File: config.mk
export PLATFORM = sky130hd
export DESIGN_NAME = phy_reset_sequencing
export DESIGN_NICKNAME = d
export VERILOG_FILES = /design/src/core/phy_rst_pkg.sv /design/src/core/phy_rst_msg_tx.sv /design/src/core/phy_reset_sequencing.sv
export SDC_FILE = /design/constraint.sdc
export NUM_CORES = 1
export LEC_CHECK = 0
export ABC_CLOCK_PERIOD_IN_PS = 2700
export CAP_MARGIN = 30
export CORE_UTILIZATION = 45
export CTS_BUF_LIST = sky130_fd_sc_hd__clkbuf_4 sky130_fd_sc_hd__clkbuf_8
export CTS_CLUSTER_DIAMETER = 40
export CTS_CLUSTER_SIZE = 25
export DETAILED_ROUTE_END_ITERATION = 10
export DONT_BUFFER_PORTS = 1
export PLACE_DENSITY = 0.63
export REMOVE_ABC_BUFFERS = 1
export SLEW_MARGIN = 20
export SYNTH_ARGS = -nofsm -noshare
export SYNTH_HDL_FRONTEND = slang
export SYNTH_SLANG_ARGS = --single-unit
File: constraint.sdc
create_clock -name I_CLK -period 2.7 [get_ports I_CLK]
set_clock_uncertainty 0.1 [all_clocks]
set_input_delay 0.675 -clock I_CLK [delete_from_list [all_inputs] [get_ports I_CLK]]
set_output_delay 0.675 -clock I_CLK [all_outputs]
set_load 0.05 [all_outputs]
File: src/core/phy_rst_pkg.sv
// Shared constants and types for the transceiver reset sequencer
package phy_rst_pkg;
  localparam logic [15:0] OFF_DEVICE_CONTROL     = 16'h0000;
  localparam logic [15:0] OFF_NVM_MGMT_CONTROL   = 16'h1010;
  localparam logic [15:0] OFF_MANAGEMENT_CONTROL = 16'h5820;
  localparam logic [15:0] OFF_SEMAPHORE_FLAGS    = 16'h5b50;
  localparam logic [15:0] OFF_IRQ_STATUS         = 16'h6000;
  localparam logic [15:0] OFF_IRQ_ENABLE         = 16'h6004;
  localparam logic [15:0] OFF_IRQ_CLEAR          = 16'h6008;
  localparam logic [15:0] OFF_MODE               = 16'h600c;

  localparam int BIT_PHY_RESET     = 31;
  localparam int BIT_CONFIG_DONE   = 18;
  localparam int BIT_RESET_BLOCK   = 18;
  localparam int BIT_THREAD_SEM    = 0;
  localparam int BIT_FIRMWARE_SEM  = 1;
  localparam int BIT_PORT0_IND     = 0;
  localparam int BIT_PORT1_IND     = 1;
  localparam int BIT_CFG_DONE_EVT  = 2;
  localparam int BIT_MODE_INBAND   = 0;
  localparam int BIT_MODE_PORT     = 1;

  localparam logic [31:0] RST_ZERO = 32'h0000_0000;

  localparam int CLK_MHZ        = 125;
  localparam int RESET_HOLD_US  = 100;
  localparam int SETTLE_MS      = 1;
  localparam int CFG_LOAD_NS    = 2000;
  localparam int CFG_LOAD_CYC   = (CFG_LOAD_NS * CLK_MHZ + 999) / 1000;
  localparam int MSG_BITS       = 8;
  localparam logic [7:0] RESET_MSG = 8'ha5;

  localparam logic [1:0] RESP_OKAY   = 2'b00;
  localparam logic [1:0] RESP_SLVERR = 2'b10;

  typedef struct packed {
    logic        valid;
    logic [15:0] addr;
  } addr_beat_t;

  typedef struct packed {
    logic        valid;
    logic [31:0] data;
    logic [3:0]  strb;
  } data_beat_t;
endpackage

File: src/core/phy_rst_msg_tx.sv
// Serialiser that sends the in-band reset message to one transceiver port
`timescale 1ns/1ps
module phy_rst_msg_tx #(
  parameter int MSG_W = 8
) (
  input  wire logic             i_clk,
  input  wire logic             i_srst,
  input  wire logic             i_start,
  input  wire logic [MSG_W-1:0] i_msg,
  output logic                  o_bit,
  output logic                  o_frame,
  output logic                  o_busy
);
  logic [MSG_W-1:0] shift_reg;
  logic [7:0]       cnt_reg;

  always_ff @(posedge i_clk) begin
    if (i_srst) begin
      shift_reg <= '0;
      cnt_reg   <= 8'h00;
      o_bit     <= 1'b0;
      o_frame   <= 1'b0;
      o_busy    <= 1'b0;
    end else if (i_start && !o_busy) begin
      shift_reg <= i_msg;
      cnt_reg   <= 8'(MSG_W);
      o_busy    <= 1'b1;
      o_frame   <= 1'b0;
    end else if (cnt_reg != 8'h00) begin
      o_bit     <= shift_reg[MSG_W-1];
      o_frame   <= 1'b1;
      shift_reg <= {shift_reg[MSG_W-2:0], 1'b0};
      cnt_reg   <= cnt_reg - 8'h01;
    end else begin
      o_bit   <= 1'b0;
      o_frame <= 1'b0;
      o_busy  <= 1'b0;
    end
  end
endmodule

File: src/core/phy_reset_sequencing.sv
// Transceiver reset sequencer with AXI4-Lite register slave
// Operation
// - Reset pin asserted while request bit set, in out-of-band mode only
// - Device sets config-done after post-reset load
// - In-band mode sends reset message on link
// - In-band mode flags port and interrupts firmware
//
// Local design decision: the AXI4-Lite slave port.
`timescale 1ns/1ps
module phy_reset_sequencing
  import phy_rst_pkg::*;
#(
  parameter int CFG_LOAD_CYCLES = CFG_LOAD_CYC
) (
  input  wire logic                 I_CLK,
  input  wire logic                 I_SRST,
  input  wire logic                 I_AWVALID,
  output logic                      O_AWREADY,
  input  wire logic [15:0]          I_AWADDR,
  input  wire logic                 I_WVALID,
  output logic                      O_WREADY,
  input  wire logic [31:0]          I_WDATA,
  input  wire logic [3:0]           I_WSTRB,
  output logic                      O_BVALID,
  input  wire logic                 I_BREADY,
  output logic [1:0]                O_BRESP,
  input  wire logic                 I_ARVALID,
  output logic                      O_ARREADY,
  input  wire logic [15:0]          I_ARADDR,
  output logic                      O_RVALID,
  input  wire logic                 I_RREADY,
  output logic [31:0]               O_RDATA,
  output logic [1:0]                O_RRESP,
  input  wire logic                 I_RESET_BLOCK,
  output logic                      O_PHY_RESET,
  output logic                      O_LINK_BIT,
  output logic                      O_LINK_FRAME,
  output logic                      O_IRQ
);
  import phy_rst_pkg::*;

  typedef enum logic [2:0] {
    CFG_IDLE  = 3'b001,
    CFG_RESET = 3'b010,
    CFG_LOAD  = 3'b100
  } cfg_state_t;

  // Write and read channel capture; write address and data may arrive in either order
  addr_beat_t aw_reg;
  data_beat_t w_reg;
  addr_beat_t ar_reg;

  logic        phy_rst_reg;
  logic [1:0]  sem_reg;
  logic [2:0]  irq_status_reg;
  logic [2:0]  irq_enable_reg;
  logic [1:0]  mode_reg;
  logic        cfg_done_reg;
  logic [31:0] load_cnt_reg;
  cfg_state_t  cfg_state_reg;
  cfg_state_t  cfg_state_next;
  logic        blk_s1_reg;
  logic        blk_s2_reg;
  logic        blk_s3_reg;
  logic        blk_reg;
  logic        msg_start_reg;

  wire msg_bit;
  wire msg_frame;
  wire msg_busy;

  // Reset-block flag comes from the management block, outside this clock
  // A level counts only once the second and third stages agree, so a glitch sampled for one cycle is never seen
  always_ff @(posedge I_CLK) begin
    if (I_SRST) begin
      blk_s1_reg <= 1'b0;
      blk_s2_reg <= 1'b0;
      blk_s3_reg <= 1'b0;
      blk_reg    <= 1'b0;
    end else begin
      blk_s1_reg <= I_RESET_BLOCK;
      blk_s2_reg <= blk_s1_reg;
      blk_s3_reg <= blk_s2_reg;
      if (blk_s2_reg == blk_s3_reg) begin
        blk_reg <= blk_s3_reg;
      end
    end
  end

  // Word-aligned decode shared by the write and read paths; low address bits are ignored
  function automatic logic [15:0] word_addr(input logic [15:0] a);
    word_addr = a & 16'hfffc;
  endfunction

  // Unmapped words answer SLVERR so a driver with a wrong base address finds out at once
  function automatic logic is_mapped(input logic [15:0] a);
    is_mapped = (a == OFF_DEVICE_CONTROL) || (a == OFF_SEMAPHORE_FLAGS)
             || (a == OFF_IRQ_ENABLE) || (a == OFF_IRQ_CLEAR)
             || (a == OFF_MODE) || (a == OFF_NVM_MGMT_CONTROL)
             || (a == OFF_MANAGEMENT_CONTROL) || (a == OFF_IRQ_STATUS);
  endfunction

  // Channel handshakes: one item moves at an edge with valid and ready both high
  wire        aw_take   = I_AWVALID && O_AWREADY;
  wire        w_take    = I_WVALID && O_WREADY;
  wire        ar_take   = I_ARVALID && O_ARREADY;
  wire        b_done    = O_BVALID && I_BREADY;
  wire        r_done    = O_RVALID && I_RREADY;

  // Bus decode
  wire        wr_go     = aw_reg.valid && w_reg.valid && !O_BVALID;
  wire [15:0] wr_addr   = word_addr(aw_reg.addr);
  wire [31:0] wr_data   = w_reg.data;
  wire        wr_strb3  = w_reg.strb[3];
  wire        wr_strb0  = w_reg.strb[0];
  wire        wr_ctrl   = wr_go && (wr_addr == OFF_DEVICE_CONTROL);
  wire        wr_sem    = wr_go && (wr_addr == OFF_SEMAPHORE_FLAGS) && wr_strb0;
  wire        wr_ien    = wr_go && (wr_addr == OFF_IRQ_ENABLE) && wr_strb0;
  wire        wr_iclr   = wr_go && (wr_addr == OFF_IRQ_CLEAR) && wr_strb0;
  wire        wr_mode   = wr_go && (wr_addr == OFF_MODE) && wr_strb0;
  wire        wr_known  = is_mapped(wr_addr);
  wire        phy_rst_next = (wr_ctrl && wr_strb3) ? wr_data[BIT_PHY_RESET] : phy_rst_reg;
  wire        rst_rise  = phy_rst_next && !phy_rst_reg;

  wire        rd_go     = ar_reg.valid && !O_RVALID;
  wire [15:0] rd_addr   = word_addr(ar_reg.addr);
  wire        rd_known  = is_mapped(rd_addr);
  // Status words show live state; the clear register always reads as zero
  wire [31:0] rd_data =
      (rd_addr == OFF_DEVICE_CONTROL)     ? (32'(phy_rst_reg) << BIT_PHY_RESET) :
      (rd_addr == OFF_NVM_MGMT_CONTROL)   ? (32'(cfg_done_reg) << BIT_CONFIG_DONE) :
      (rd_addr == OFF_MANAGEMENT_CONTROL) ? (32'(blk_reg) << BIT_RESET_BLOCK) :
      (rd_addr == OFF_SEMAPHORE_FLAGS)    ? {30'h0, sem_reg} :
      (rd_addr == OFF_IRQ_STATUS)         ? {29'h0, irq_status_reg} :
      (rd_addr == OFF_IRQ_ENABLE)         ? {29'h0, irq_enable_reg} :
      (rd_addr == OFF_MODE)               ? {30'h0, mode_reg} : RST_ZERO;

  // Configuration-load sequencing after a transceiver reset
  // The load timer runs only in CFG_LOAD, so a fresh reset restarts it from zero
  wire load_done = (load_cnt_reg >= 32'(CFG_LOAD_CYCLES - 1));
  always_comb begin
    cfg_state_next = cfg_state_reg;
    unique case (cfg_state_reg)
      CFG_IDLE:  if (phy_rst_reg) cfg_state_next = CFG_RESET;
      CFG_RESET: if (!phy_rst_reg) cfg_state_next = CFG_LOAD;
      CFG_LOAD: begin
        if (phy_rst_reg) cfg_state_next = CFG_RESET;
        else if (load_done) cfg_state_next = CFG_IDLE;
      end
      default:   cfg_state_next = CFG_IDLE;
    endcase
  end

  wire cfg_finish = (cfg_state_reg == CFG_LOAD) && load_done && !phy_rst_reg;
  wire inband     = mode_reg[BIT_MODE_INBAND];
  wire [2:0] irq_set = {cfg_finish,
                        rst_rise && inband && mode_reg[BIT_MODE_PORT],
                        rst_rise && inband && !mode_reg[BIT_MODE_PORT]};
  wire [2:0] irq_clr = wr_iclr ? wr_data[2:0] : 3'b000;

  always_ff @(posedge I_CLK) begin
    if (I_SRST) begin
      cfg_state_reg <= CFG_IDLE;
      load_cnt_reg  <= RST_ZERO;
      cfg_done_reg  <= 1'b1;
    end else begin
      cfg_state_reg <= cfg_state_next;
      load_cnt_reg  <= (cfg_state_reg == CFG_LOAD) ? load_cnt_reg + 32'h1 : RST_ZERO;
      if (phy_rst_reg) begin
        cfg_done_reg <= 1'b0;
      end else if (cfg_finish) begin
        cfg_done_reg <= 1'b1;
      end
    end
  end

  // Write channels; address and data are captured apart, the response follows both
  always_ff @(posedge I_CLK) begin
    if (I_SRST) begin
      aw_reg    <= '0;
      w_reg     <= '0;
      O_AWREADY <= 1'b0;
      O_WREADY  <= 1'b0;
      O_BVALID  <= 1'b0;
      O_BRESP   <= RESP_OKAY;
    end else begin
      O_AWREADY <= !aw_reg.valid && !O_AWREADY && I_AWVALID;
      O_WREADY  <= !w_reg.valid && !O_WREADY && I_WVALID;
      if (aw_take) begin
        aw_reg <= '{valid: 1'b1, addr: I_AWADDR};
      end
      if (w_take) begin
        w_reg <= '{valid: 1'b1, data: I_WDATA, strb: I_WSTRB};
      end
      if (wr_go) begin
        O_BVALID     <= 1'b1;
        O_BRESP      <= wr_known ? RESP_OKAY : RESP_SLVERR;
        aw_reg.valid <= 1'b0;
        w_reg.valid  <= 1'b0;
      end else if (b_done) begin
        O_BVALID <= 1'b0;
      end
    end
  end

  // Read channels; the data word is sampled once the address has been captured
  always_ff @(posedge I_CLK) begin
    if (I_SRST) begin
      ar_reg    <= '0;
      O_ARREADY <= 1'b0;
      O_RVALID  <= 1'b0;
      O_RDATA   <= RST_ZERO;
      O_RRESP   <= RESP_OKAY;
    end else begin
      O_ARREADY <= !ar_reg.valid && !O_ARREADY && I_ARVALID;
      if (ar_take) begin
        ar_reg <= '{valid: 1'b1, addr: I_ARADDR};
      end
      if (rd_go) begin
        O_RVALID     <= 1'b1;
        O_RDATA      <= rd_data;
        O_RRESP      <= rd_known ? RESP_OKAY : RESP_SLVERR;
        ar_reg.valid <= 1'b0;
      end else if (r_done) begin
        O_RVALID <= 1'b0;
      end
    end
  end

  // Software-visible control registers
  always_ff @(posedge I_CLK) begin
    if (I_SRST) begin
      phy_rst_reg    <= 1'b0;
      sem_reg        <= 2'b00;
      irq_enable_reg <= 3'b000;
      mode_reg       <= 2'b00;
    end else begin
      phy_rst_reg <= phy_rst_next;
      // Semaphores are plain storage; ownership discipline is software's job
      if (wr_sem) begin
        sem_reg <= wr_data[1:0];
      end
      if (wr_ien) begin
        irq_enable_reg <= wr_data[2:0];
      end
      if (wr_mode) begin
        mode_reg <= wr_data[1:0];
      end
    end
  end

  // Interrupt status and the level output
  always_ff @(posedge I_CLK) begin
    if (I_SRST) begin
      irq_status_reg <= 3'b000;
      O_IRQ          <= 1'b0;
    end else begin
      // Set wins over a clear in the same cycle
      irq_status_reg <= (irq_status_reg & ~irq_clr) | irq_set;
      O_IRQ          <= |(irq_status_reg & irq_enable_reg);
    end
  end

  // Reset pin and in-band message request
  always_ff @(posedge I_CLK) begin
    if (I_SRST) begin
      msg_start_reg <= 1'b0;
      O_PHY_RESET   <= 1'b0;
    end else begin
      // Out-of-band mode drives the pin; in-band mode sends a message instead
      O_PHY_RESET   <= phy_rst_reg && !inband;
      // A request raised while a frame is on the link waits until the link is free
      msg_start_reg <= (rst_rise && inband) || (msg_start_reg && msg_busy);
    end
  end

  // Link serialiser; it takes a start only while idle
  phy_rst_msg_tx #(
    .MSG_W (MSG_BITS)
  ) u_msg_tx (
    .i_clk   (I_CLK),
    .i_srst  (I_SRST),
    .i_start (msg_start_reg),
    .i_msg   (RESET_MSG),
    .o_bit   (msg_bit),
    .o_frame (msg_frame),
    .o_busy  (msg_busy)
  );

  always_ff @(posedge I_CLK) begin
    if (I_SRST) begin
      O_LINK_BIT   <= 1'b0;
      O_LINK_FRAME <= 1'b0;
    end else begin
      O_LINK_BIT   <= msg_bit;
      O_LINK_FRAME <= msg_frame;
    end
  end
endmodule

Word level (Yosys, flattened, before mapping)

Cells that the tools add are included.
Widths: inputs -> output; s select.

Output and inout port bits: 45
Word-level logic and storage cells: 172
Input port bits: 76
Register bits after elaboration: 187

Reduce and logical (&&, ||, !) cells: 73
Mux-type cells: 30
Eq/ne operators: 22
Bitwise operators: 5
$add $sub $neg: 2
Order comparisons: 1

Operators by type and width:

| cell                  | number |
|---|---|
| $eq 14x13->1 const B  | 12 |
| $mux 19               | 2 |
| $logic_and 1x1->1     | 33 |
| $add 32x1->32 const B | 1 |
| $ge 32x8->1 const B   | 1 |
| $logic_not 16->1      | 2 |
| $mux 32               | 1 |
| $eq 14x11->1 const B  | 2 |
| $mux 3                | 8 |
| $mux 8                | 2 |
| $logic_or 1x1->1      | 15 |
| $logic_not 1->1       | 12 |
| $mux 1                | 11 |
| $pmux 3 s3            | 1 |
| $mux 4                | 2 |
| $reduce_bool 2->1     | 4 |
| $reduce_bool 8->1     | 1 |
| $reduce_or 2->1       | 4 |
| $sub 8x1->8 const B   | 1 |
| $and 3x3->3           | 2 |
| $mux 2                | 3 |
| $ne 2x2->1 const B    | 2 |
| $eq 3x1->1 const B    | 1 |
| $eq 3x2->1 const B    | 1 |
| 9 further kinds       | 9 |

Logic depth before layout (Yosys ltp)

Gate-level depths: netlist of the first run.

Word-level depth: 9
Depth in mapped cells: 8
Depth with buffers taken out: 8

Hierarchy

From an unflattened synthesis of the first run, not the netlist that was laid out.

Cell total of the unflattened synthesis: 689
Area, all modules: 5769.3 um2

By module, submodules not included:

| module               | sequential area each (um2) | cells each | instances | area an instance (um2) |
|---|---|---|---|---|
| phy_reset_sequencing | 2102.0                     | 590        | 1         | 4897.2 |
| phy_rst_msg_tx       | 380.4                      | 99         | 1         | 872.1 |

Least setup slack after synthesis of the first run

OpenSTA, ideal clock, no wires.

Kind: reg2reg
Start point: register ar_reg[6] (netlist name)
End point: register O_RDATA[18]
Stages on the path, launching flop included: 6
Setup slack: 0.600 ns
Required time: 2.483 ns
Setup time: 0.117 ns
Arrival time: 1.883 ns
Period minus slack after synthesis: 2.100 ns
Buffers on the path: 0
Cell sequence: dfxtp_1 or4_1 or4_4 nor2_2 mux2_1 a32o_1

Cells in the longest elaborated chain, start to end: 4
Elaborated cells between the ends (all ways): 6
Those cells by class: 2 x eq/ne; 3 x mux; 1 x reduce/logical

RTL lines:

| what                   | RTL line                    | text |
|---|---|---|
| start, declared        | phy_reset_sequencing.sv:51  | `addr_beat_t ar_reg;` |
| start signal, assigned | phy_reset_sequencing.sv:217 | `ar_reg <= '{valid: 1'b1, addr: I_ARADDR};` |
| $eq 14x13->1           | phy_reset_sequencing.sv:132 | `(rd_addr == OFF_MANAGEMENT_CONTROL) ? (32'(blk_reg) << BIT_RESET_BLOCK) :` |
| $mux 19                | phy_reset_sequencing.sv:132 |  |
| $mux 19                | phy_reset_sequencing.sv:131 | `(rd_addr == OFF_NVM_MGMT_CONTROL) ? (32'(cfg_done_reg) << BIT_CONFIG_DONE) :` |
| $mux 32 (*)            | phy_reset_sequencing.sv:130 | `(rd_addr == OFF_DEVICE_CONTROL) ? (32'(phy_rst_reg) << BIT_PHY_RESET) :` |
| end signal, assigned   | phy_reset_sequencing.sv:221 | `O_RDATA <= rd_data;` |
| end, declared          | phy_reset_sequencing.sv:32  | `output logic [31:0] O_RDATA,` |

Every way passes the cells marked *; elsewhere a longest branch is shown, timed or not.
A chain may end at the register's enable or synchronous reset.

Final worst setup path of the first run

Same ends and word-level chain as after synthesis.

==> PnR_summary.wiki, run 1 <==
{| class="wikitable"
! Metric !! Value
|-
| Run status || finished with violations
|-
| Failing checks || design-rule violations
|-
| Number of setup violations in the final report || 0
|-
| Sequential cell area || 2480 um^2
|-
| RR Endpoint || O_RDATA[18]
|-
| Part of the Yosys area used for sequential elements || 0.462
|-
| Crit path largest cell delay || 0.54 ns
|-
| Number of synthesized register bits || 124
|-
| Core ar. || 11500 um^2
|-
| Multi-input combinational cell area || 2640 um^2
|-
| Path depth of the worst reg2reg path || 5
|-
| Endpoint class of the critical path || flop
|-
| Mean instance size in the synthesized netlist || 8.42 um^2
|-
| Post-layout nets || 713
|-
| Total negative setup slack || 0 ns
|-
| Static leakage || 1.97 nW
|-
| Power per cell area || 724 nW/um^2
|-
| Final Non-Filler Cells || 789
|-
| Top cell type's share of synthesized area || 0.462
|-
| Number of synthesis warnings || 0
|-
| Pre-CTS setup slack || 0.521 ns
|-
| Cells taking the most area after synthesis || sky130_fd_sc_hd__dfxtp_1 (46%), sky130_fd_sc_hd__nand2_1 (8.1%), sky130_fd_sc_hd__a21oi_1 (5.4%)
|-
| Final Hold Slack || 0.201 ns
|-
| End of the worst hold path || u_msg_tx.cnt_reg[3]
|-
| CTS hold repair buffers || 0
|-
| 1st-iter DRT viols || 298
|-
| Slowest library cell on the worst path || sky130_fd_sc_hd__or4_1
|-
| Number of placed cells counting well taps || 756
|-
| Worst Min Path Start || I_SRST
|-
| Hold Crit Depth || 1
|-
| Die height || 111 um
|-
| Residual DRC count || 13
|-
| Routability Congestion || 0.810
|-
| Cell taking the most area after synthesis || sky130_fd_sc_hd__dfxtp_1
|-
| FMAX || 457 MHz
|-
| Final critical-path share of the clock period || 0.811
|-
| Number of I/O pins || 121
|-
| Reported max-cap violation count || 0
|-
| Reg-to-Reg Start || ar_reg[6]
|-
| Cts bufs inserted || 17
|-
| Wire length of the first global-routing pass || 17.5 mm
|-
| Die footprint || 12400 um^2
|-
| Most frequently used cell type in the post-synthesis netlist || sky130_fd_sc_hd__dfxtp_1
|-
| Initial core utilization || 0.466
|-
| Number of cell rows || 39
|-
| Number of unique standard cell types used by synthesis || 55
|-
| Skew-Pair Late Insertion Delay || 0.44 ns
|-
| Post-detailed-route count of antenna-violating nets || 0
|-
| Final antenna diode count || 0
|-
| Netlist area before placement || 5370 um^2
|-
| Startpoint class of the critical path || flop
|-
| Internal reg-to-reg setup slack || 0.51 ns
|-
| Max transition margin || 0.516
|-
| Cell at the root of the clock tree || sky130_fd_sc_hd__clkbuf_8
|-
| Leading register cell type out of synthesis || sky130_fd_sc_hd__dfxtp_1
|-
| Core utilization of the finished layout || 0.501
|-
| Number of antenna violations at the first check in global routing || 0
|-
| Cell types with the highest counts after synthesis || sky130_fd_sc_hd__dfxtp_1 (124), sky130_fd_sc_hd__nand2_1 (116), sky130_fd_sc_hd__nor2_1 (63), sky130_fd_sc_hd__a21oi_1 (58), sky130_fd_sc_hd__buf_4 (29)
|-
| CP max FO || 3
|-
| Total half-perimeter wirelength after legalization and detailed placement || 7.15 mm
|-
| Fill cell instance count of the final layout || 1122
|-
| Clock Sinks || 124
|-
| Number of global-route vias before repair || 3817
|-
| Post-synthesis instance total || 638
|-
| Fraction of layout cells with a size suffix above 1 || 0.0712
|-
| Critical path required time || 2.92 ns
|-
| 1st-pass router iterations || 7
|-
| Width of the die || 111 um
|-
| Largest net degree at the start of global routing || 79
|-
| Remaining global-route overflow || 0
|-
| Largest buffer count on any clock path || 2
|-
| Number of buffer cells added on primary ports || 0
|-
| Async S/R FF share, synth || 0
|-
| Number of flops mapped to enable cells by yosys || 0
|-
| Type of the worst setup path || flop to flop
|-
| Data arrival time of the critical path || 2.41 ns
|-
| Worst-case vdd ir drop || 0.370 mV
|-
| Pins Over Slew Limit || 0
|-
| Path category of the worst min-delay check || input port to flop
|-
| Signed area change from the synthesized netlist to the final layout || 7.48%
|-
| All-Layer GR Usage || 0.174
|-
| Drt wl/cell || 13.1 um
|-
| Wire length after detailed routing || 10.3 mm
|-
| Vias per cell || 5.24
|-
| Clk slew on worst S/H paths || 0.07 ns
|-
| Worst slew pin tran || 0.725 ns
|-
| TritonCTS clock tree || built
|-
| Post_cts resized || 0
|-
| Setup repair after global routing missed its margin || no
|-
| Min cycle time layout || 2.19 ns
|-
| Post-route worst setup slack || 0.510 ns
|-
| Ordered cell list for the critical path || or4_1 -> or4_4 -> nor2_2 -> mux2_1 -> a32o_1
|-
| Number of failing hold endpoints at the final stage || 0
|-
| Number of setup buffers added after CTS || 0
|-
| Largest register FFs || 32
|-
| Via count of the routed design || 4138
|-
| CTS H-Tree Depth || 4
|}
==> stage by stage <==
step                area, um^2  power (mW)
finish                    5770        4.18
CTS                       5760        4.22
floorplan                 5150        2.50
global placement          5350        2.58
global route              5770        4.37
detailed placement        5350        2.60
==> per-layer routing <==
layer	GRT usage	routed length [um]
met5	0	0
met4	0.0667	102
met3	0.0574	639
met2	0.268	4480
met1	0.225	5070
==> logic make-up (layout without fill, tap and decap cells) <==
group           count (synthesis)  count (layout)  synth area share
simple gates                  309             309             0.288
xor+xnor                       36              36            0.0587
fa+ha+maj                       4               4           0.00932
flops                         124             124             0.462
mux                            10              10            0.0193
compound gates                 89              89            0.0953
other cells                     1              29          0.000698
buf+inv                        65              45            0.0664
==> placed cells by master (no fill, tap or decap), types with 5 or more instances in the layout <==
cell type                    count
sky130_fd_sc_hd__mux2i_1         7
sky130_fd_sc_hd__nand4b_1        5
sky130_fd_sc_hd__nand2_1       116
sky130_fd_sc_hd__nand4_1        11
sky130_fd_sc_hd__and3_1          8
sky130_fd_sc_hd__dfxtp_1       124
sky130_fd_sc_hd__a21oi_1        58
sky130_fd_sc_hd__clkbuf_8       19
sky130_fd_sc_hd__nor4_1         13
sky130_fd_sc_hd__inv_1           9
sky130_fd_sc_hd__xnor2_1        11
sky130_fd_sc_hd__and4_1          5
sky130_fd_sc_hd__nand2b_1       10
sky130_fd_sc_hd__nor2b_1         9
sky130_fd_sc_hd__xor2_1         25
sky130_fd_sc_hd__o21ai_0         9
sky130_fd_sc_hd__nand3_1        23
sky130_fd_sc_hd__conb_1         29
sky130_fd_sc_hd__clkinvlp_4      6
sky130_fd_sc_hd__nor2_1         63
sky130_fd_sc_hd__nor3_1         16
==> how the worst max path moves through the flow <==
stage / cells past startpoint / end / slack (ns) / from
detailed placement: 5 / O_RDATA[18] / 0.52 / ar_reg[6]
global route: 8 / u_msg_tx.o_bit / 0.39 / u_msg_tx.cnt_reg[0]
global placement: 5 / O_RDATA[18] / 0.53 / ar_reg[6]
floorplan: 8 / u_msg_tx.o_bit / 0.50 / u_msg_tx.cnt_reg[0]
finish: 5 / O_RDATA[18] / 0.51 / ar_reg[6]
CTS: 5 / O_RDATA[18] / 0.50 / ar_reg[6]
==> power by group <==
| group | internal (mW) | leakage (nW) | total, mW | switching (mW) |
|---|---|---|---|---|
| combinational | 0.202 | 0.774 | 0.533 | 0.331 |
| clock | 0.870 | 0.187 | 1.62 | 0.751 |
| sequential | 1.92 | 1.00 | 2.02 | 0.106 |
==> final cells by class <==
type	instances	share of cell area
clock buffer	19	0.0453
inverter	9	0.00585
timing repair buffer	4	0.00650
multi-input combinational	477	0.457
sequential	124	0.430
tap	143	0.0310
clock inverter	13	0.0245
==> worst max-delay path, delay by kind of cell (launching register included) <==
| family | cells | cell delay, ns |
|---|---|---|
| simple gates | 3 | 1.12 |
| mux | 1 | 0.33 |
| compound gates | 1 | 0.22 |
| flops | 1 | 0.32 |
No activity file was read; power rests on OpenSTA's default activity.
==> run 2: changes to the inputs <==
--- a/config.mk
+++ b/config.mk
@@ -5,7 +5,7 @@
 export SDC_FILE = /design/constraint.sdc
 export NUM_CORES = 1
 export LEC_CHECK = 0
-export ABC_CLOCK_PERIOD_IN_PS = 2700
+export ABC_CLOCK_PERIOD_IN_PS = 2300
 export CAP_MARGIN = 30
 export CORE_UTILIZATION = 45
 export CTS_BUF_LIST = sky130_fd_sc_hd__clkbuf_4 sky130_fd_sc_hd__clkbuf_8
==> constraint.sdc (replaced) <==
create_clock -name I_CLK -period 2.3 [get_ports I_CLK]
set_clock_uncertainty 0.1 [all_clocks]
set_input_delay 0.575 -clock I_CLK [delete_from_list [all_inputs] [get_ports I_CLK]]
set_output_delay 0.575 -clock I_CLK [all_outputs]
set_load 0.05 [all_outputs]
==> PnR_summary.wiki, run 2 (synthesized netlist as in run 1, its figures left out) <==
{| class="wikitable"
! Metric !! Value
|-
| Residual DRC count || 14 (was 13)
|-
| Data arrival time of the critical path || 2.39 ns (was 2.41 ns)
|-
| Setup repair after global routing missed its margin || no (unchanged)
|-
| Power share of the combinational group || 0.130 (was 0.128)
|-
| Remaining global-route overflow || 0 (unchanged)
|-
| Commonest non-fill, non-tap cells in the layout || sky130_fd_sc_hd__dfxtp_1 (124), sky130_fd_sc_hd__nand2_1 (116), sky130_fd_sc_hd__nor2_1 (63) (unchanged)
|-
| Power per cell area || 872 nW/um^2 (was 724 nW/um^2)
|-
| Switching power as a share of total power || 0.274 (was 0.284)
|-
| Area of placed instances || 5440 um^2 (was 5350 um^2)
|-
| Multi-input combinational cell area || 2640 um^2 (unchanged)
|-
| Endpoint class of the critical path || flop (unchanged)
|-
| TritonCTS clock tree || built (unchanged)
|-
| Die footprint || 12400 um^2 (unchanged)
|-
| Routability Congestion || 0.803 (was 0.810)
|-
| Total half-perimeter wirelength after legalization and detailed placement || 7.34 mm (was 7.15 mm)
|-
| Largest register FFs || 32 (unchanged)
|-
| Via count of the routed design || 4223 (was 4138)
|-
| Post-route worst setup slack || 0.123 ns (was 0.510 ns)
|-
| Number of setup buffers added after CTS || 0 (unchanged)
|-
| Largest buffer count on any clock path || 2 (unchanged)
|-
| CTS H-Tree Depth || 4 (unchanged)
|-
| Post-layout nets || 723 (was 713)
|-
| CTS hold repair buffers || 0 (unchanged)
|-
| Cts bufs inserted || 17 (unchanged)
|-
| Skew-Pair Late Insertion Delay || 0.43 ns (was 0.44 ns)
|-
| Number of failing hold endpoints at the final stage || 0 (unchanged)
|-
| Die height || 111 um (unchanged)
|-
| Number of antenna violations at the first check in global routing || 0 (unchanged)
|-
| Run status || finished with violations (unchanged)
|-
| Cell at the root of the clock tree || sky130_fd_sc_hd__clkbuf_8 (unchanged)
|-
| Wire length of the first global-routing pass || 17.5 mm (about the same)
|-
| Number of cell rows || 39 (unchanged)
|-
| Reported max-cap violation count || 0 (unchanged)
|-
| Number of global-route vias before repair || 3899 (was 3817)
|-
| Fraction of layout cells with a size suffix above 1 || 0.0854 (was 0.0712)
|-
| 1st-iter DRT viols || 271 (was 298)
|-
| Critical path required time || 2.52 ns (was 2.92 ns)
|-
| Clock Sinks || 124 (unchanged)
|-
| Int Power || 3.72 mW (was 2.99 mW)
|-
| Part of the total power dissipated in sequential elements || 0.462 (was 0.484)
|-
| Path category of the worst min-delay check || input port to flop (unchanged)
|-
| Failing checks || design-rule violations (unchanged)
|-
| Pins Over Slew Limit || 0 (unchanged)
|-
| Largest net degree at the start of global routing || 79 (unchanged)
|-
| Sequential cell area || 2480 um^2 (unchanged)
|-
| Final critical-path share of the clock period || 0.947 (was 0.811)
|-
| Number of setup violations in the final report || 0 (unchanged)
|-
| Fill cell instance count of the final layout || 1092 (was 1122)
|-
| Signed area change from the synthesized netlist to the final layout || 9.44% (was 7.48%)
|-
| Drt wl/cell || 13.2 um (was 13.1 um)
|-
| Clk slew on worst S/H paths || 0.07 ns (about the same)
|-
| Type of the worst setup path || flop to flop (unchanged)
|-
| Startpoint class of the critical path || flop (unchanged)
|-
| Switching pwr || 1.40 mW (was 1.19 mW)
|-
| Wire length after detailed routing || 10.6 mm (was 10.3 mm)
|-
| 1st-pass router iterations || 7 (unchanged)
|-
| FMAX || 459 MHz (was 457 MHz)
|-
| Max transition margin || 0.517 (was 0.516)
|-
| All-Layer GR Usage || 0.174 (about the same)
|-
| Worst-case vdd ir drop || 0.476 mV (was 0.370 mV)
|-
| Post_cts resized || 0 (unchanged)
|-
| CP max FO || 3 (unchanged)
|-
| Vias per cell || 5.29 (was 5.24)
|-
| Width of the die || 111 um (unchanged)
|-
| Min cycle time layout || 2.18 ns (was 2.19 ns)
|-
| Pre-CTS setup slack || 0.125 ns (was 0.521 ns)
|-
| Initial core utilization || 0.466 (unchanged)
|-
| Core ar. || 11500 um^2 (unchanged)
|-
| Number of I/O pins || 121 (unchanged)
|-
| Worst slew pin tran || 0.724 ns (was 0.725 ns)
|-
| Number of buffer cells added on primary ports || 0 (unchanged)
|-
| Proportion of power drawn by the clock network || 0.408 (was 0.388)
|-
| Final antenna diode count || 0 (unchanged)
|-
| Post-route design area || 5880 um^2 (was 5770 um^2)
|-
| Most common cell after layout, fill and taps aside || sky130_fd_sc_hd__dfxtp_1 (unchanged)
|-
| Static leakage || 2.03 nW (was 1.97 nW)
|-
| Post-detailed-route count of antenna-violating nets || 0 (unchanged)
|-
| Total negative setup slack || 0 ns (unchanged)
|}
## run 2: cell type report
type / instances / share of cell area
multi-input cells: 477 / 0.448
flip-flops and latches: 124 / 0.422
clock buffers: 18 / 0.0422
clock inverters: 14 / 0.0328
well taps: 143 / 0.0305
repair buffers: 14 / 0.0179
inverters: 9 / 0.00575
## run 2: worst paths after layout
check,startpoint,end,slack [ns],cells after the start
min reg2reg,u_msg_tx.o_frame,O_LINK_FRAME,0.34,1
max reg2reg,ar_reg[6],O_RDATA[18],0.12,5
max,ar_reg[6],O_RDATA[18],0.12,5
min,I_SRST,u_msg_tx.cnt_reg[3],0.12,1
## run 2: metrics by stage
| step | power, mW | std cells | util | hold slack [ns] |
|---|---|---|---|---|
| after CTS | 5.17 | 799 | 0.510 | 0.0963 |
| final | 5.12 | 799 | 0.510 | 0.116 |
| after detailed placement | 3.08 | 767 | 0.472 | 0.324 |
| after floorplan | 2.93 | 610 | - | 0.314 |
| after global placement | 3.06 | 767 | 0.472 | 0.335 |
| after global routing | 5.35 | 799 | 0.510 | 0.0944 |
## run 2: layer usage
layer / global-route usage / vias up / wire length [um]
met5: 0 / - / 0
met3: 0.0541 / 16 / 583
met4: 0.0694 / 0 / 157
met2: 0.274 / 108 / 4670
met1: 0.222 / 1956 / 5140
li1: - / 2143 / -
## run 2: critical path: stages (launching register included)
cell and delay [ns]:
sky130_fd_sc_hd__dfxtp_1 0.32, sky130_fd_sc_hd__or4_1 0.53, sky130_fd_sc_hd__or4_4 0.45, sky130_fd_sc_hd__nor2_2 0.13, sky130_fd_sc_hd__mux2_1 0.33, sky130_fd_sc_hd__a32o_1 0.21
## run 2: power groups by stage
stage	Combinational, mW	Clock (mW)	Sequential (mW)
after floorplan	0.530	0	2.40
after global placement	0.652	0	2.41
after detailed placement	0.670	0	2.41
after CTS	0.674	2.13	2.37
after global routing	0.739	2.23	2.38
final	0.668	2.09	2.37
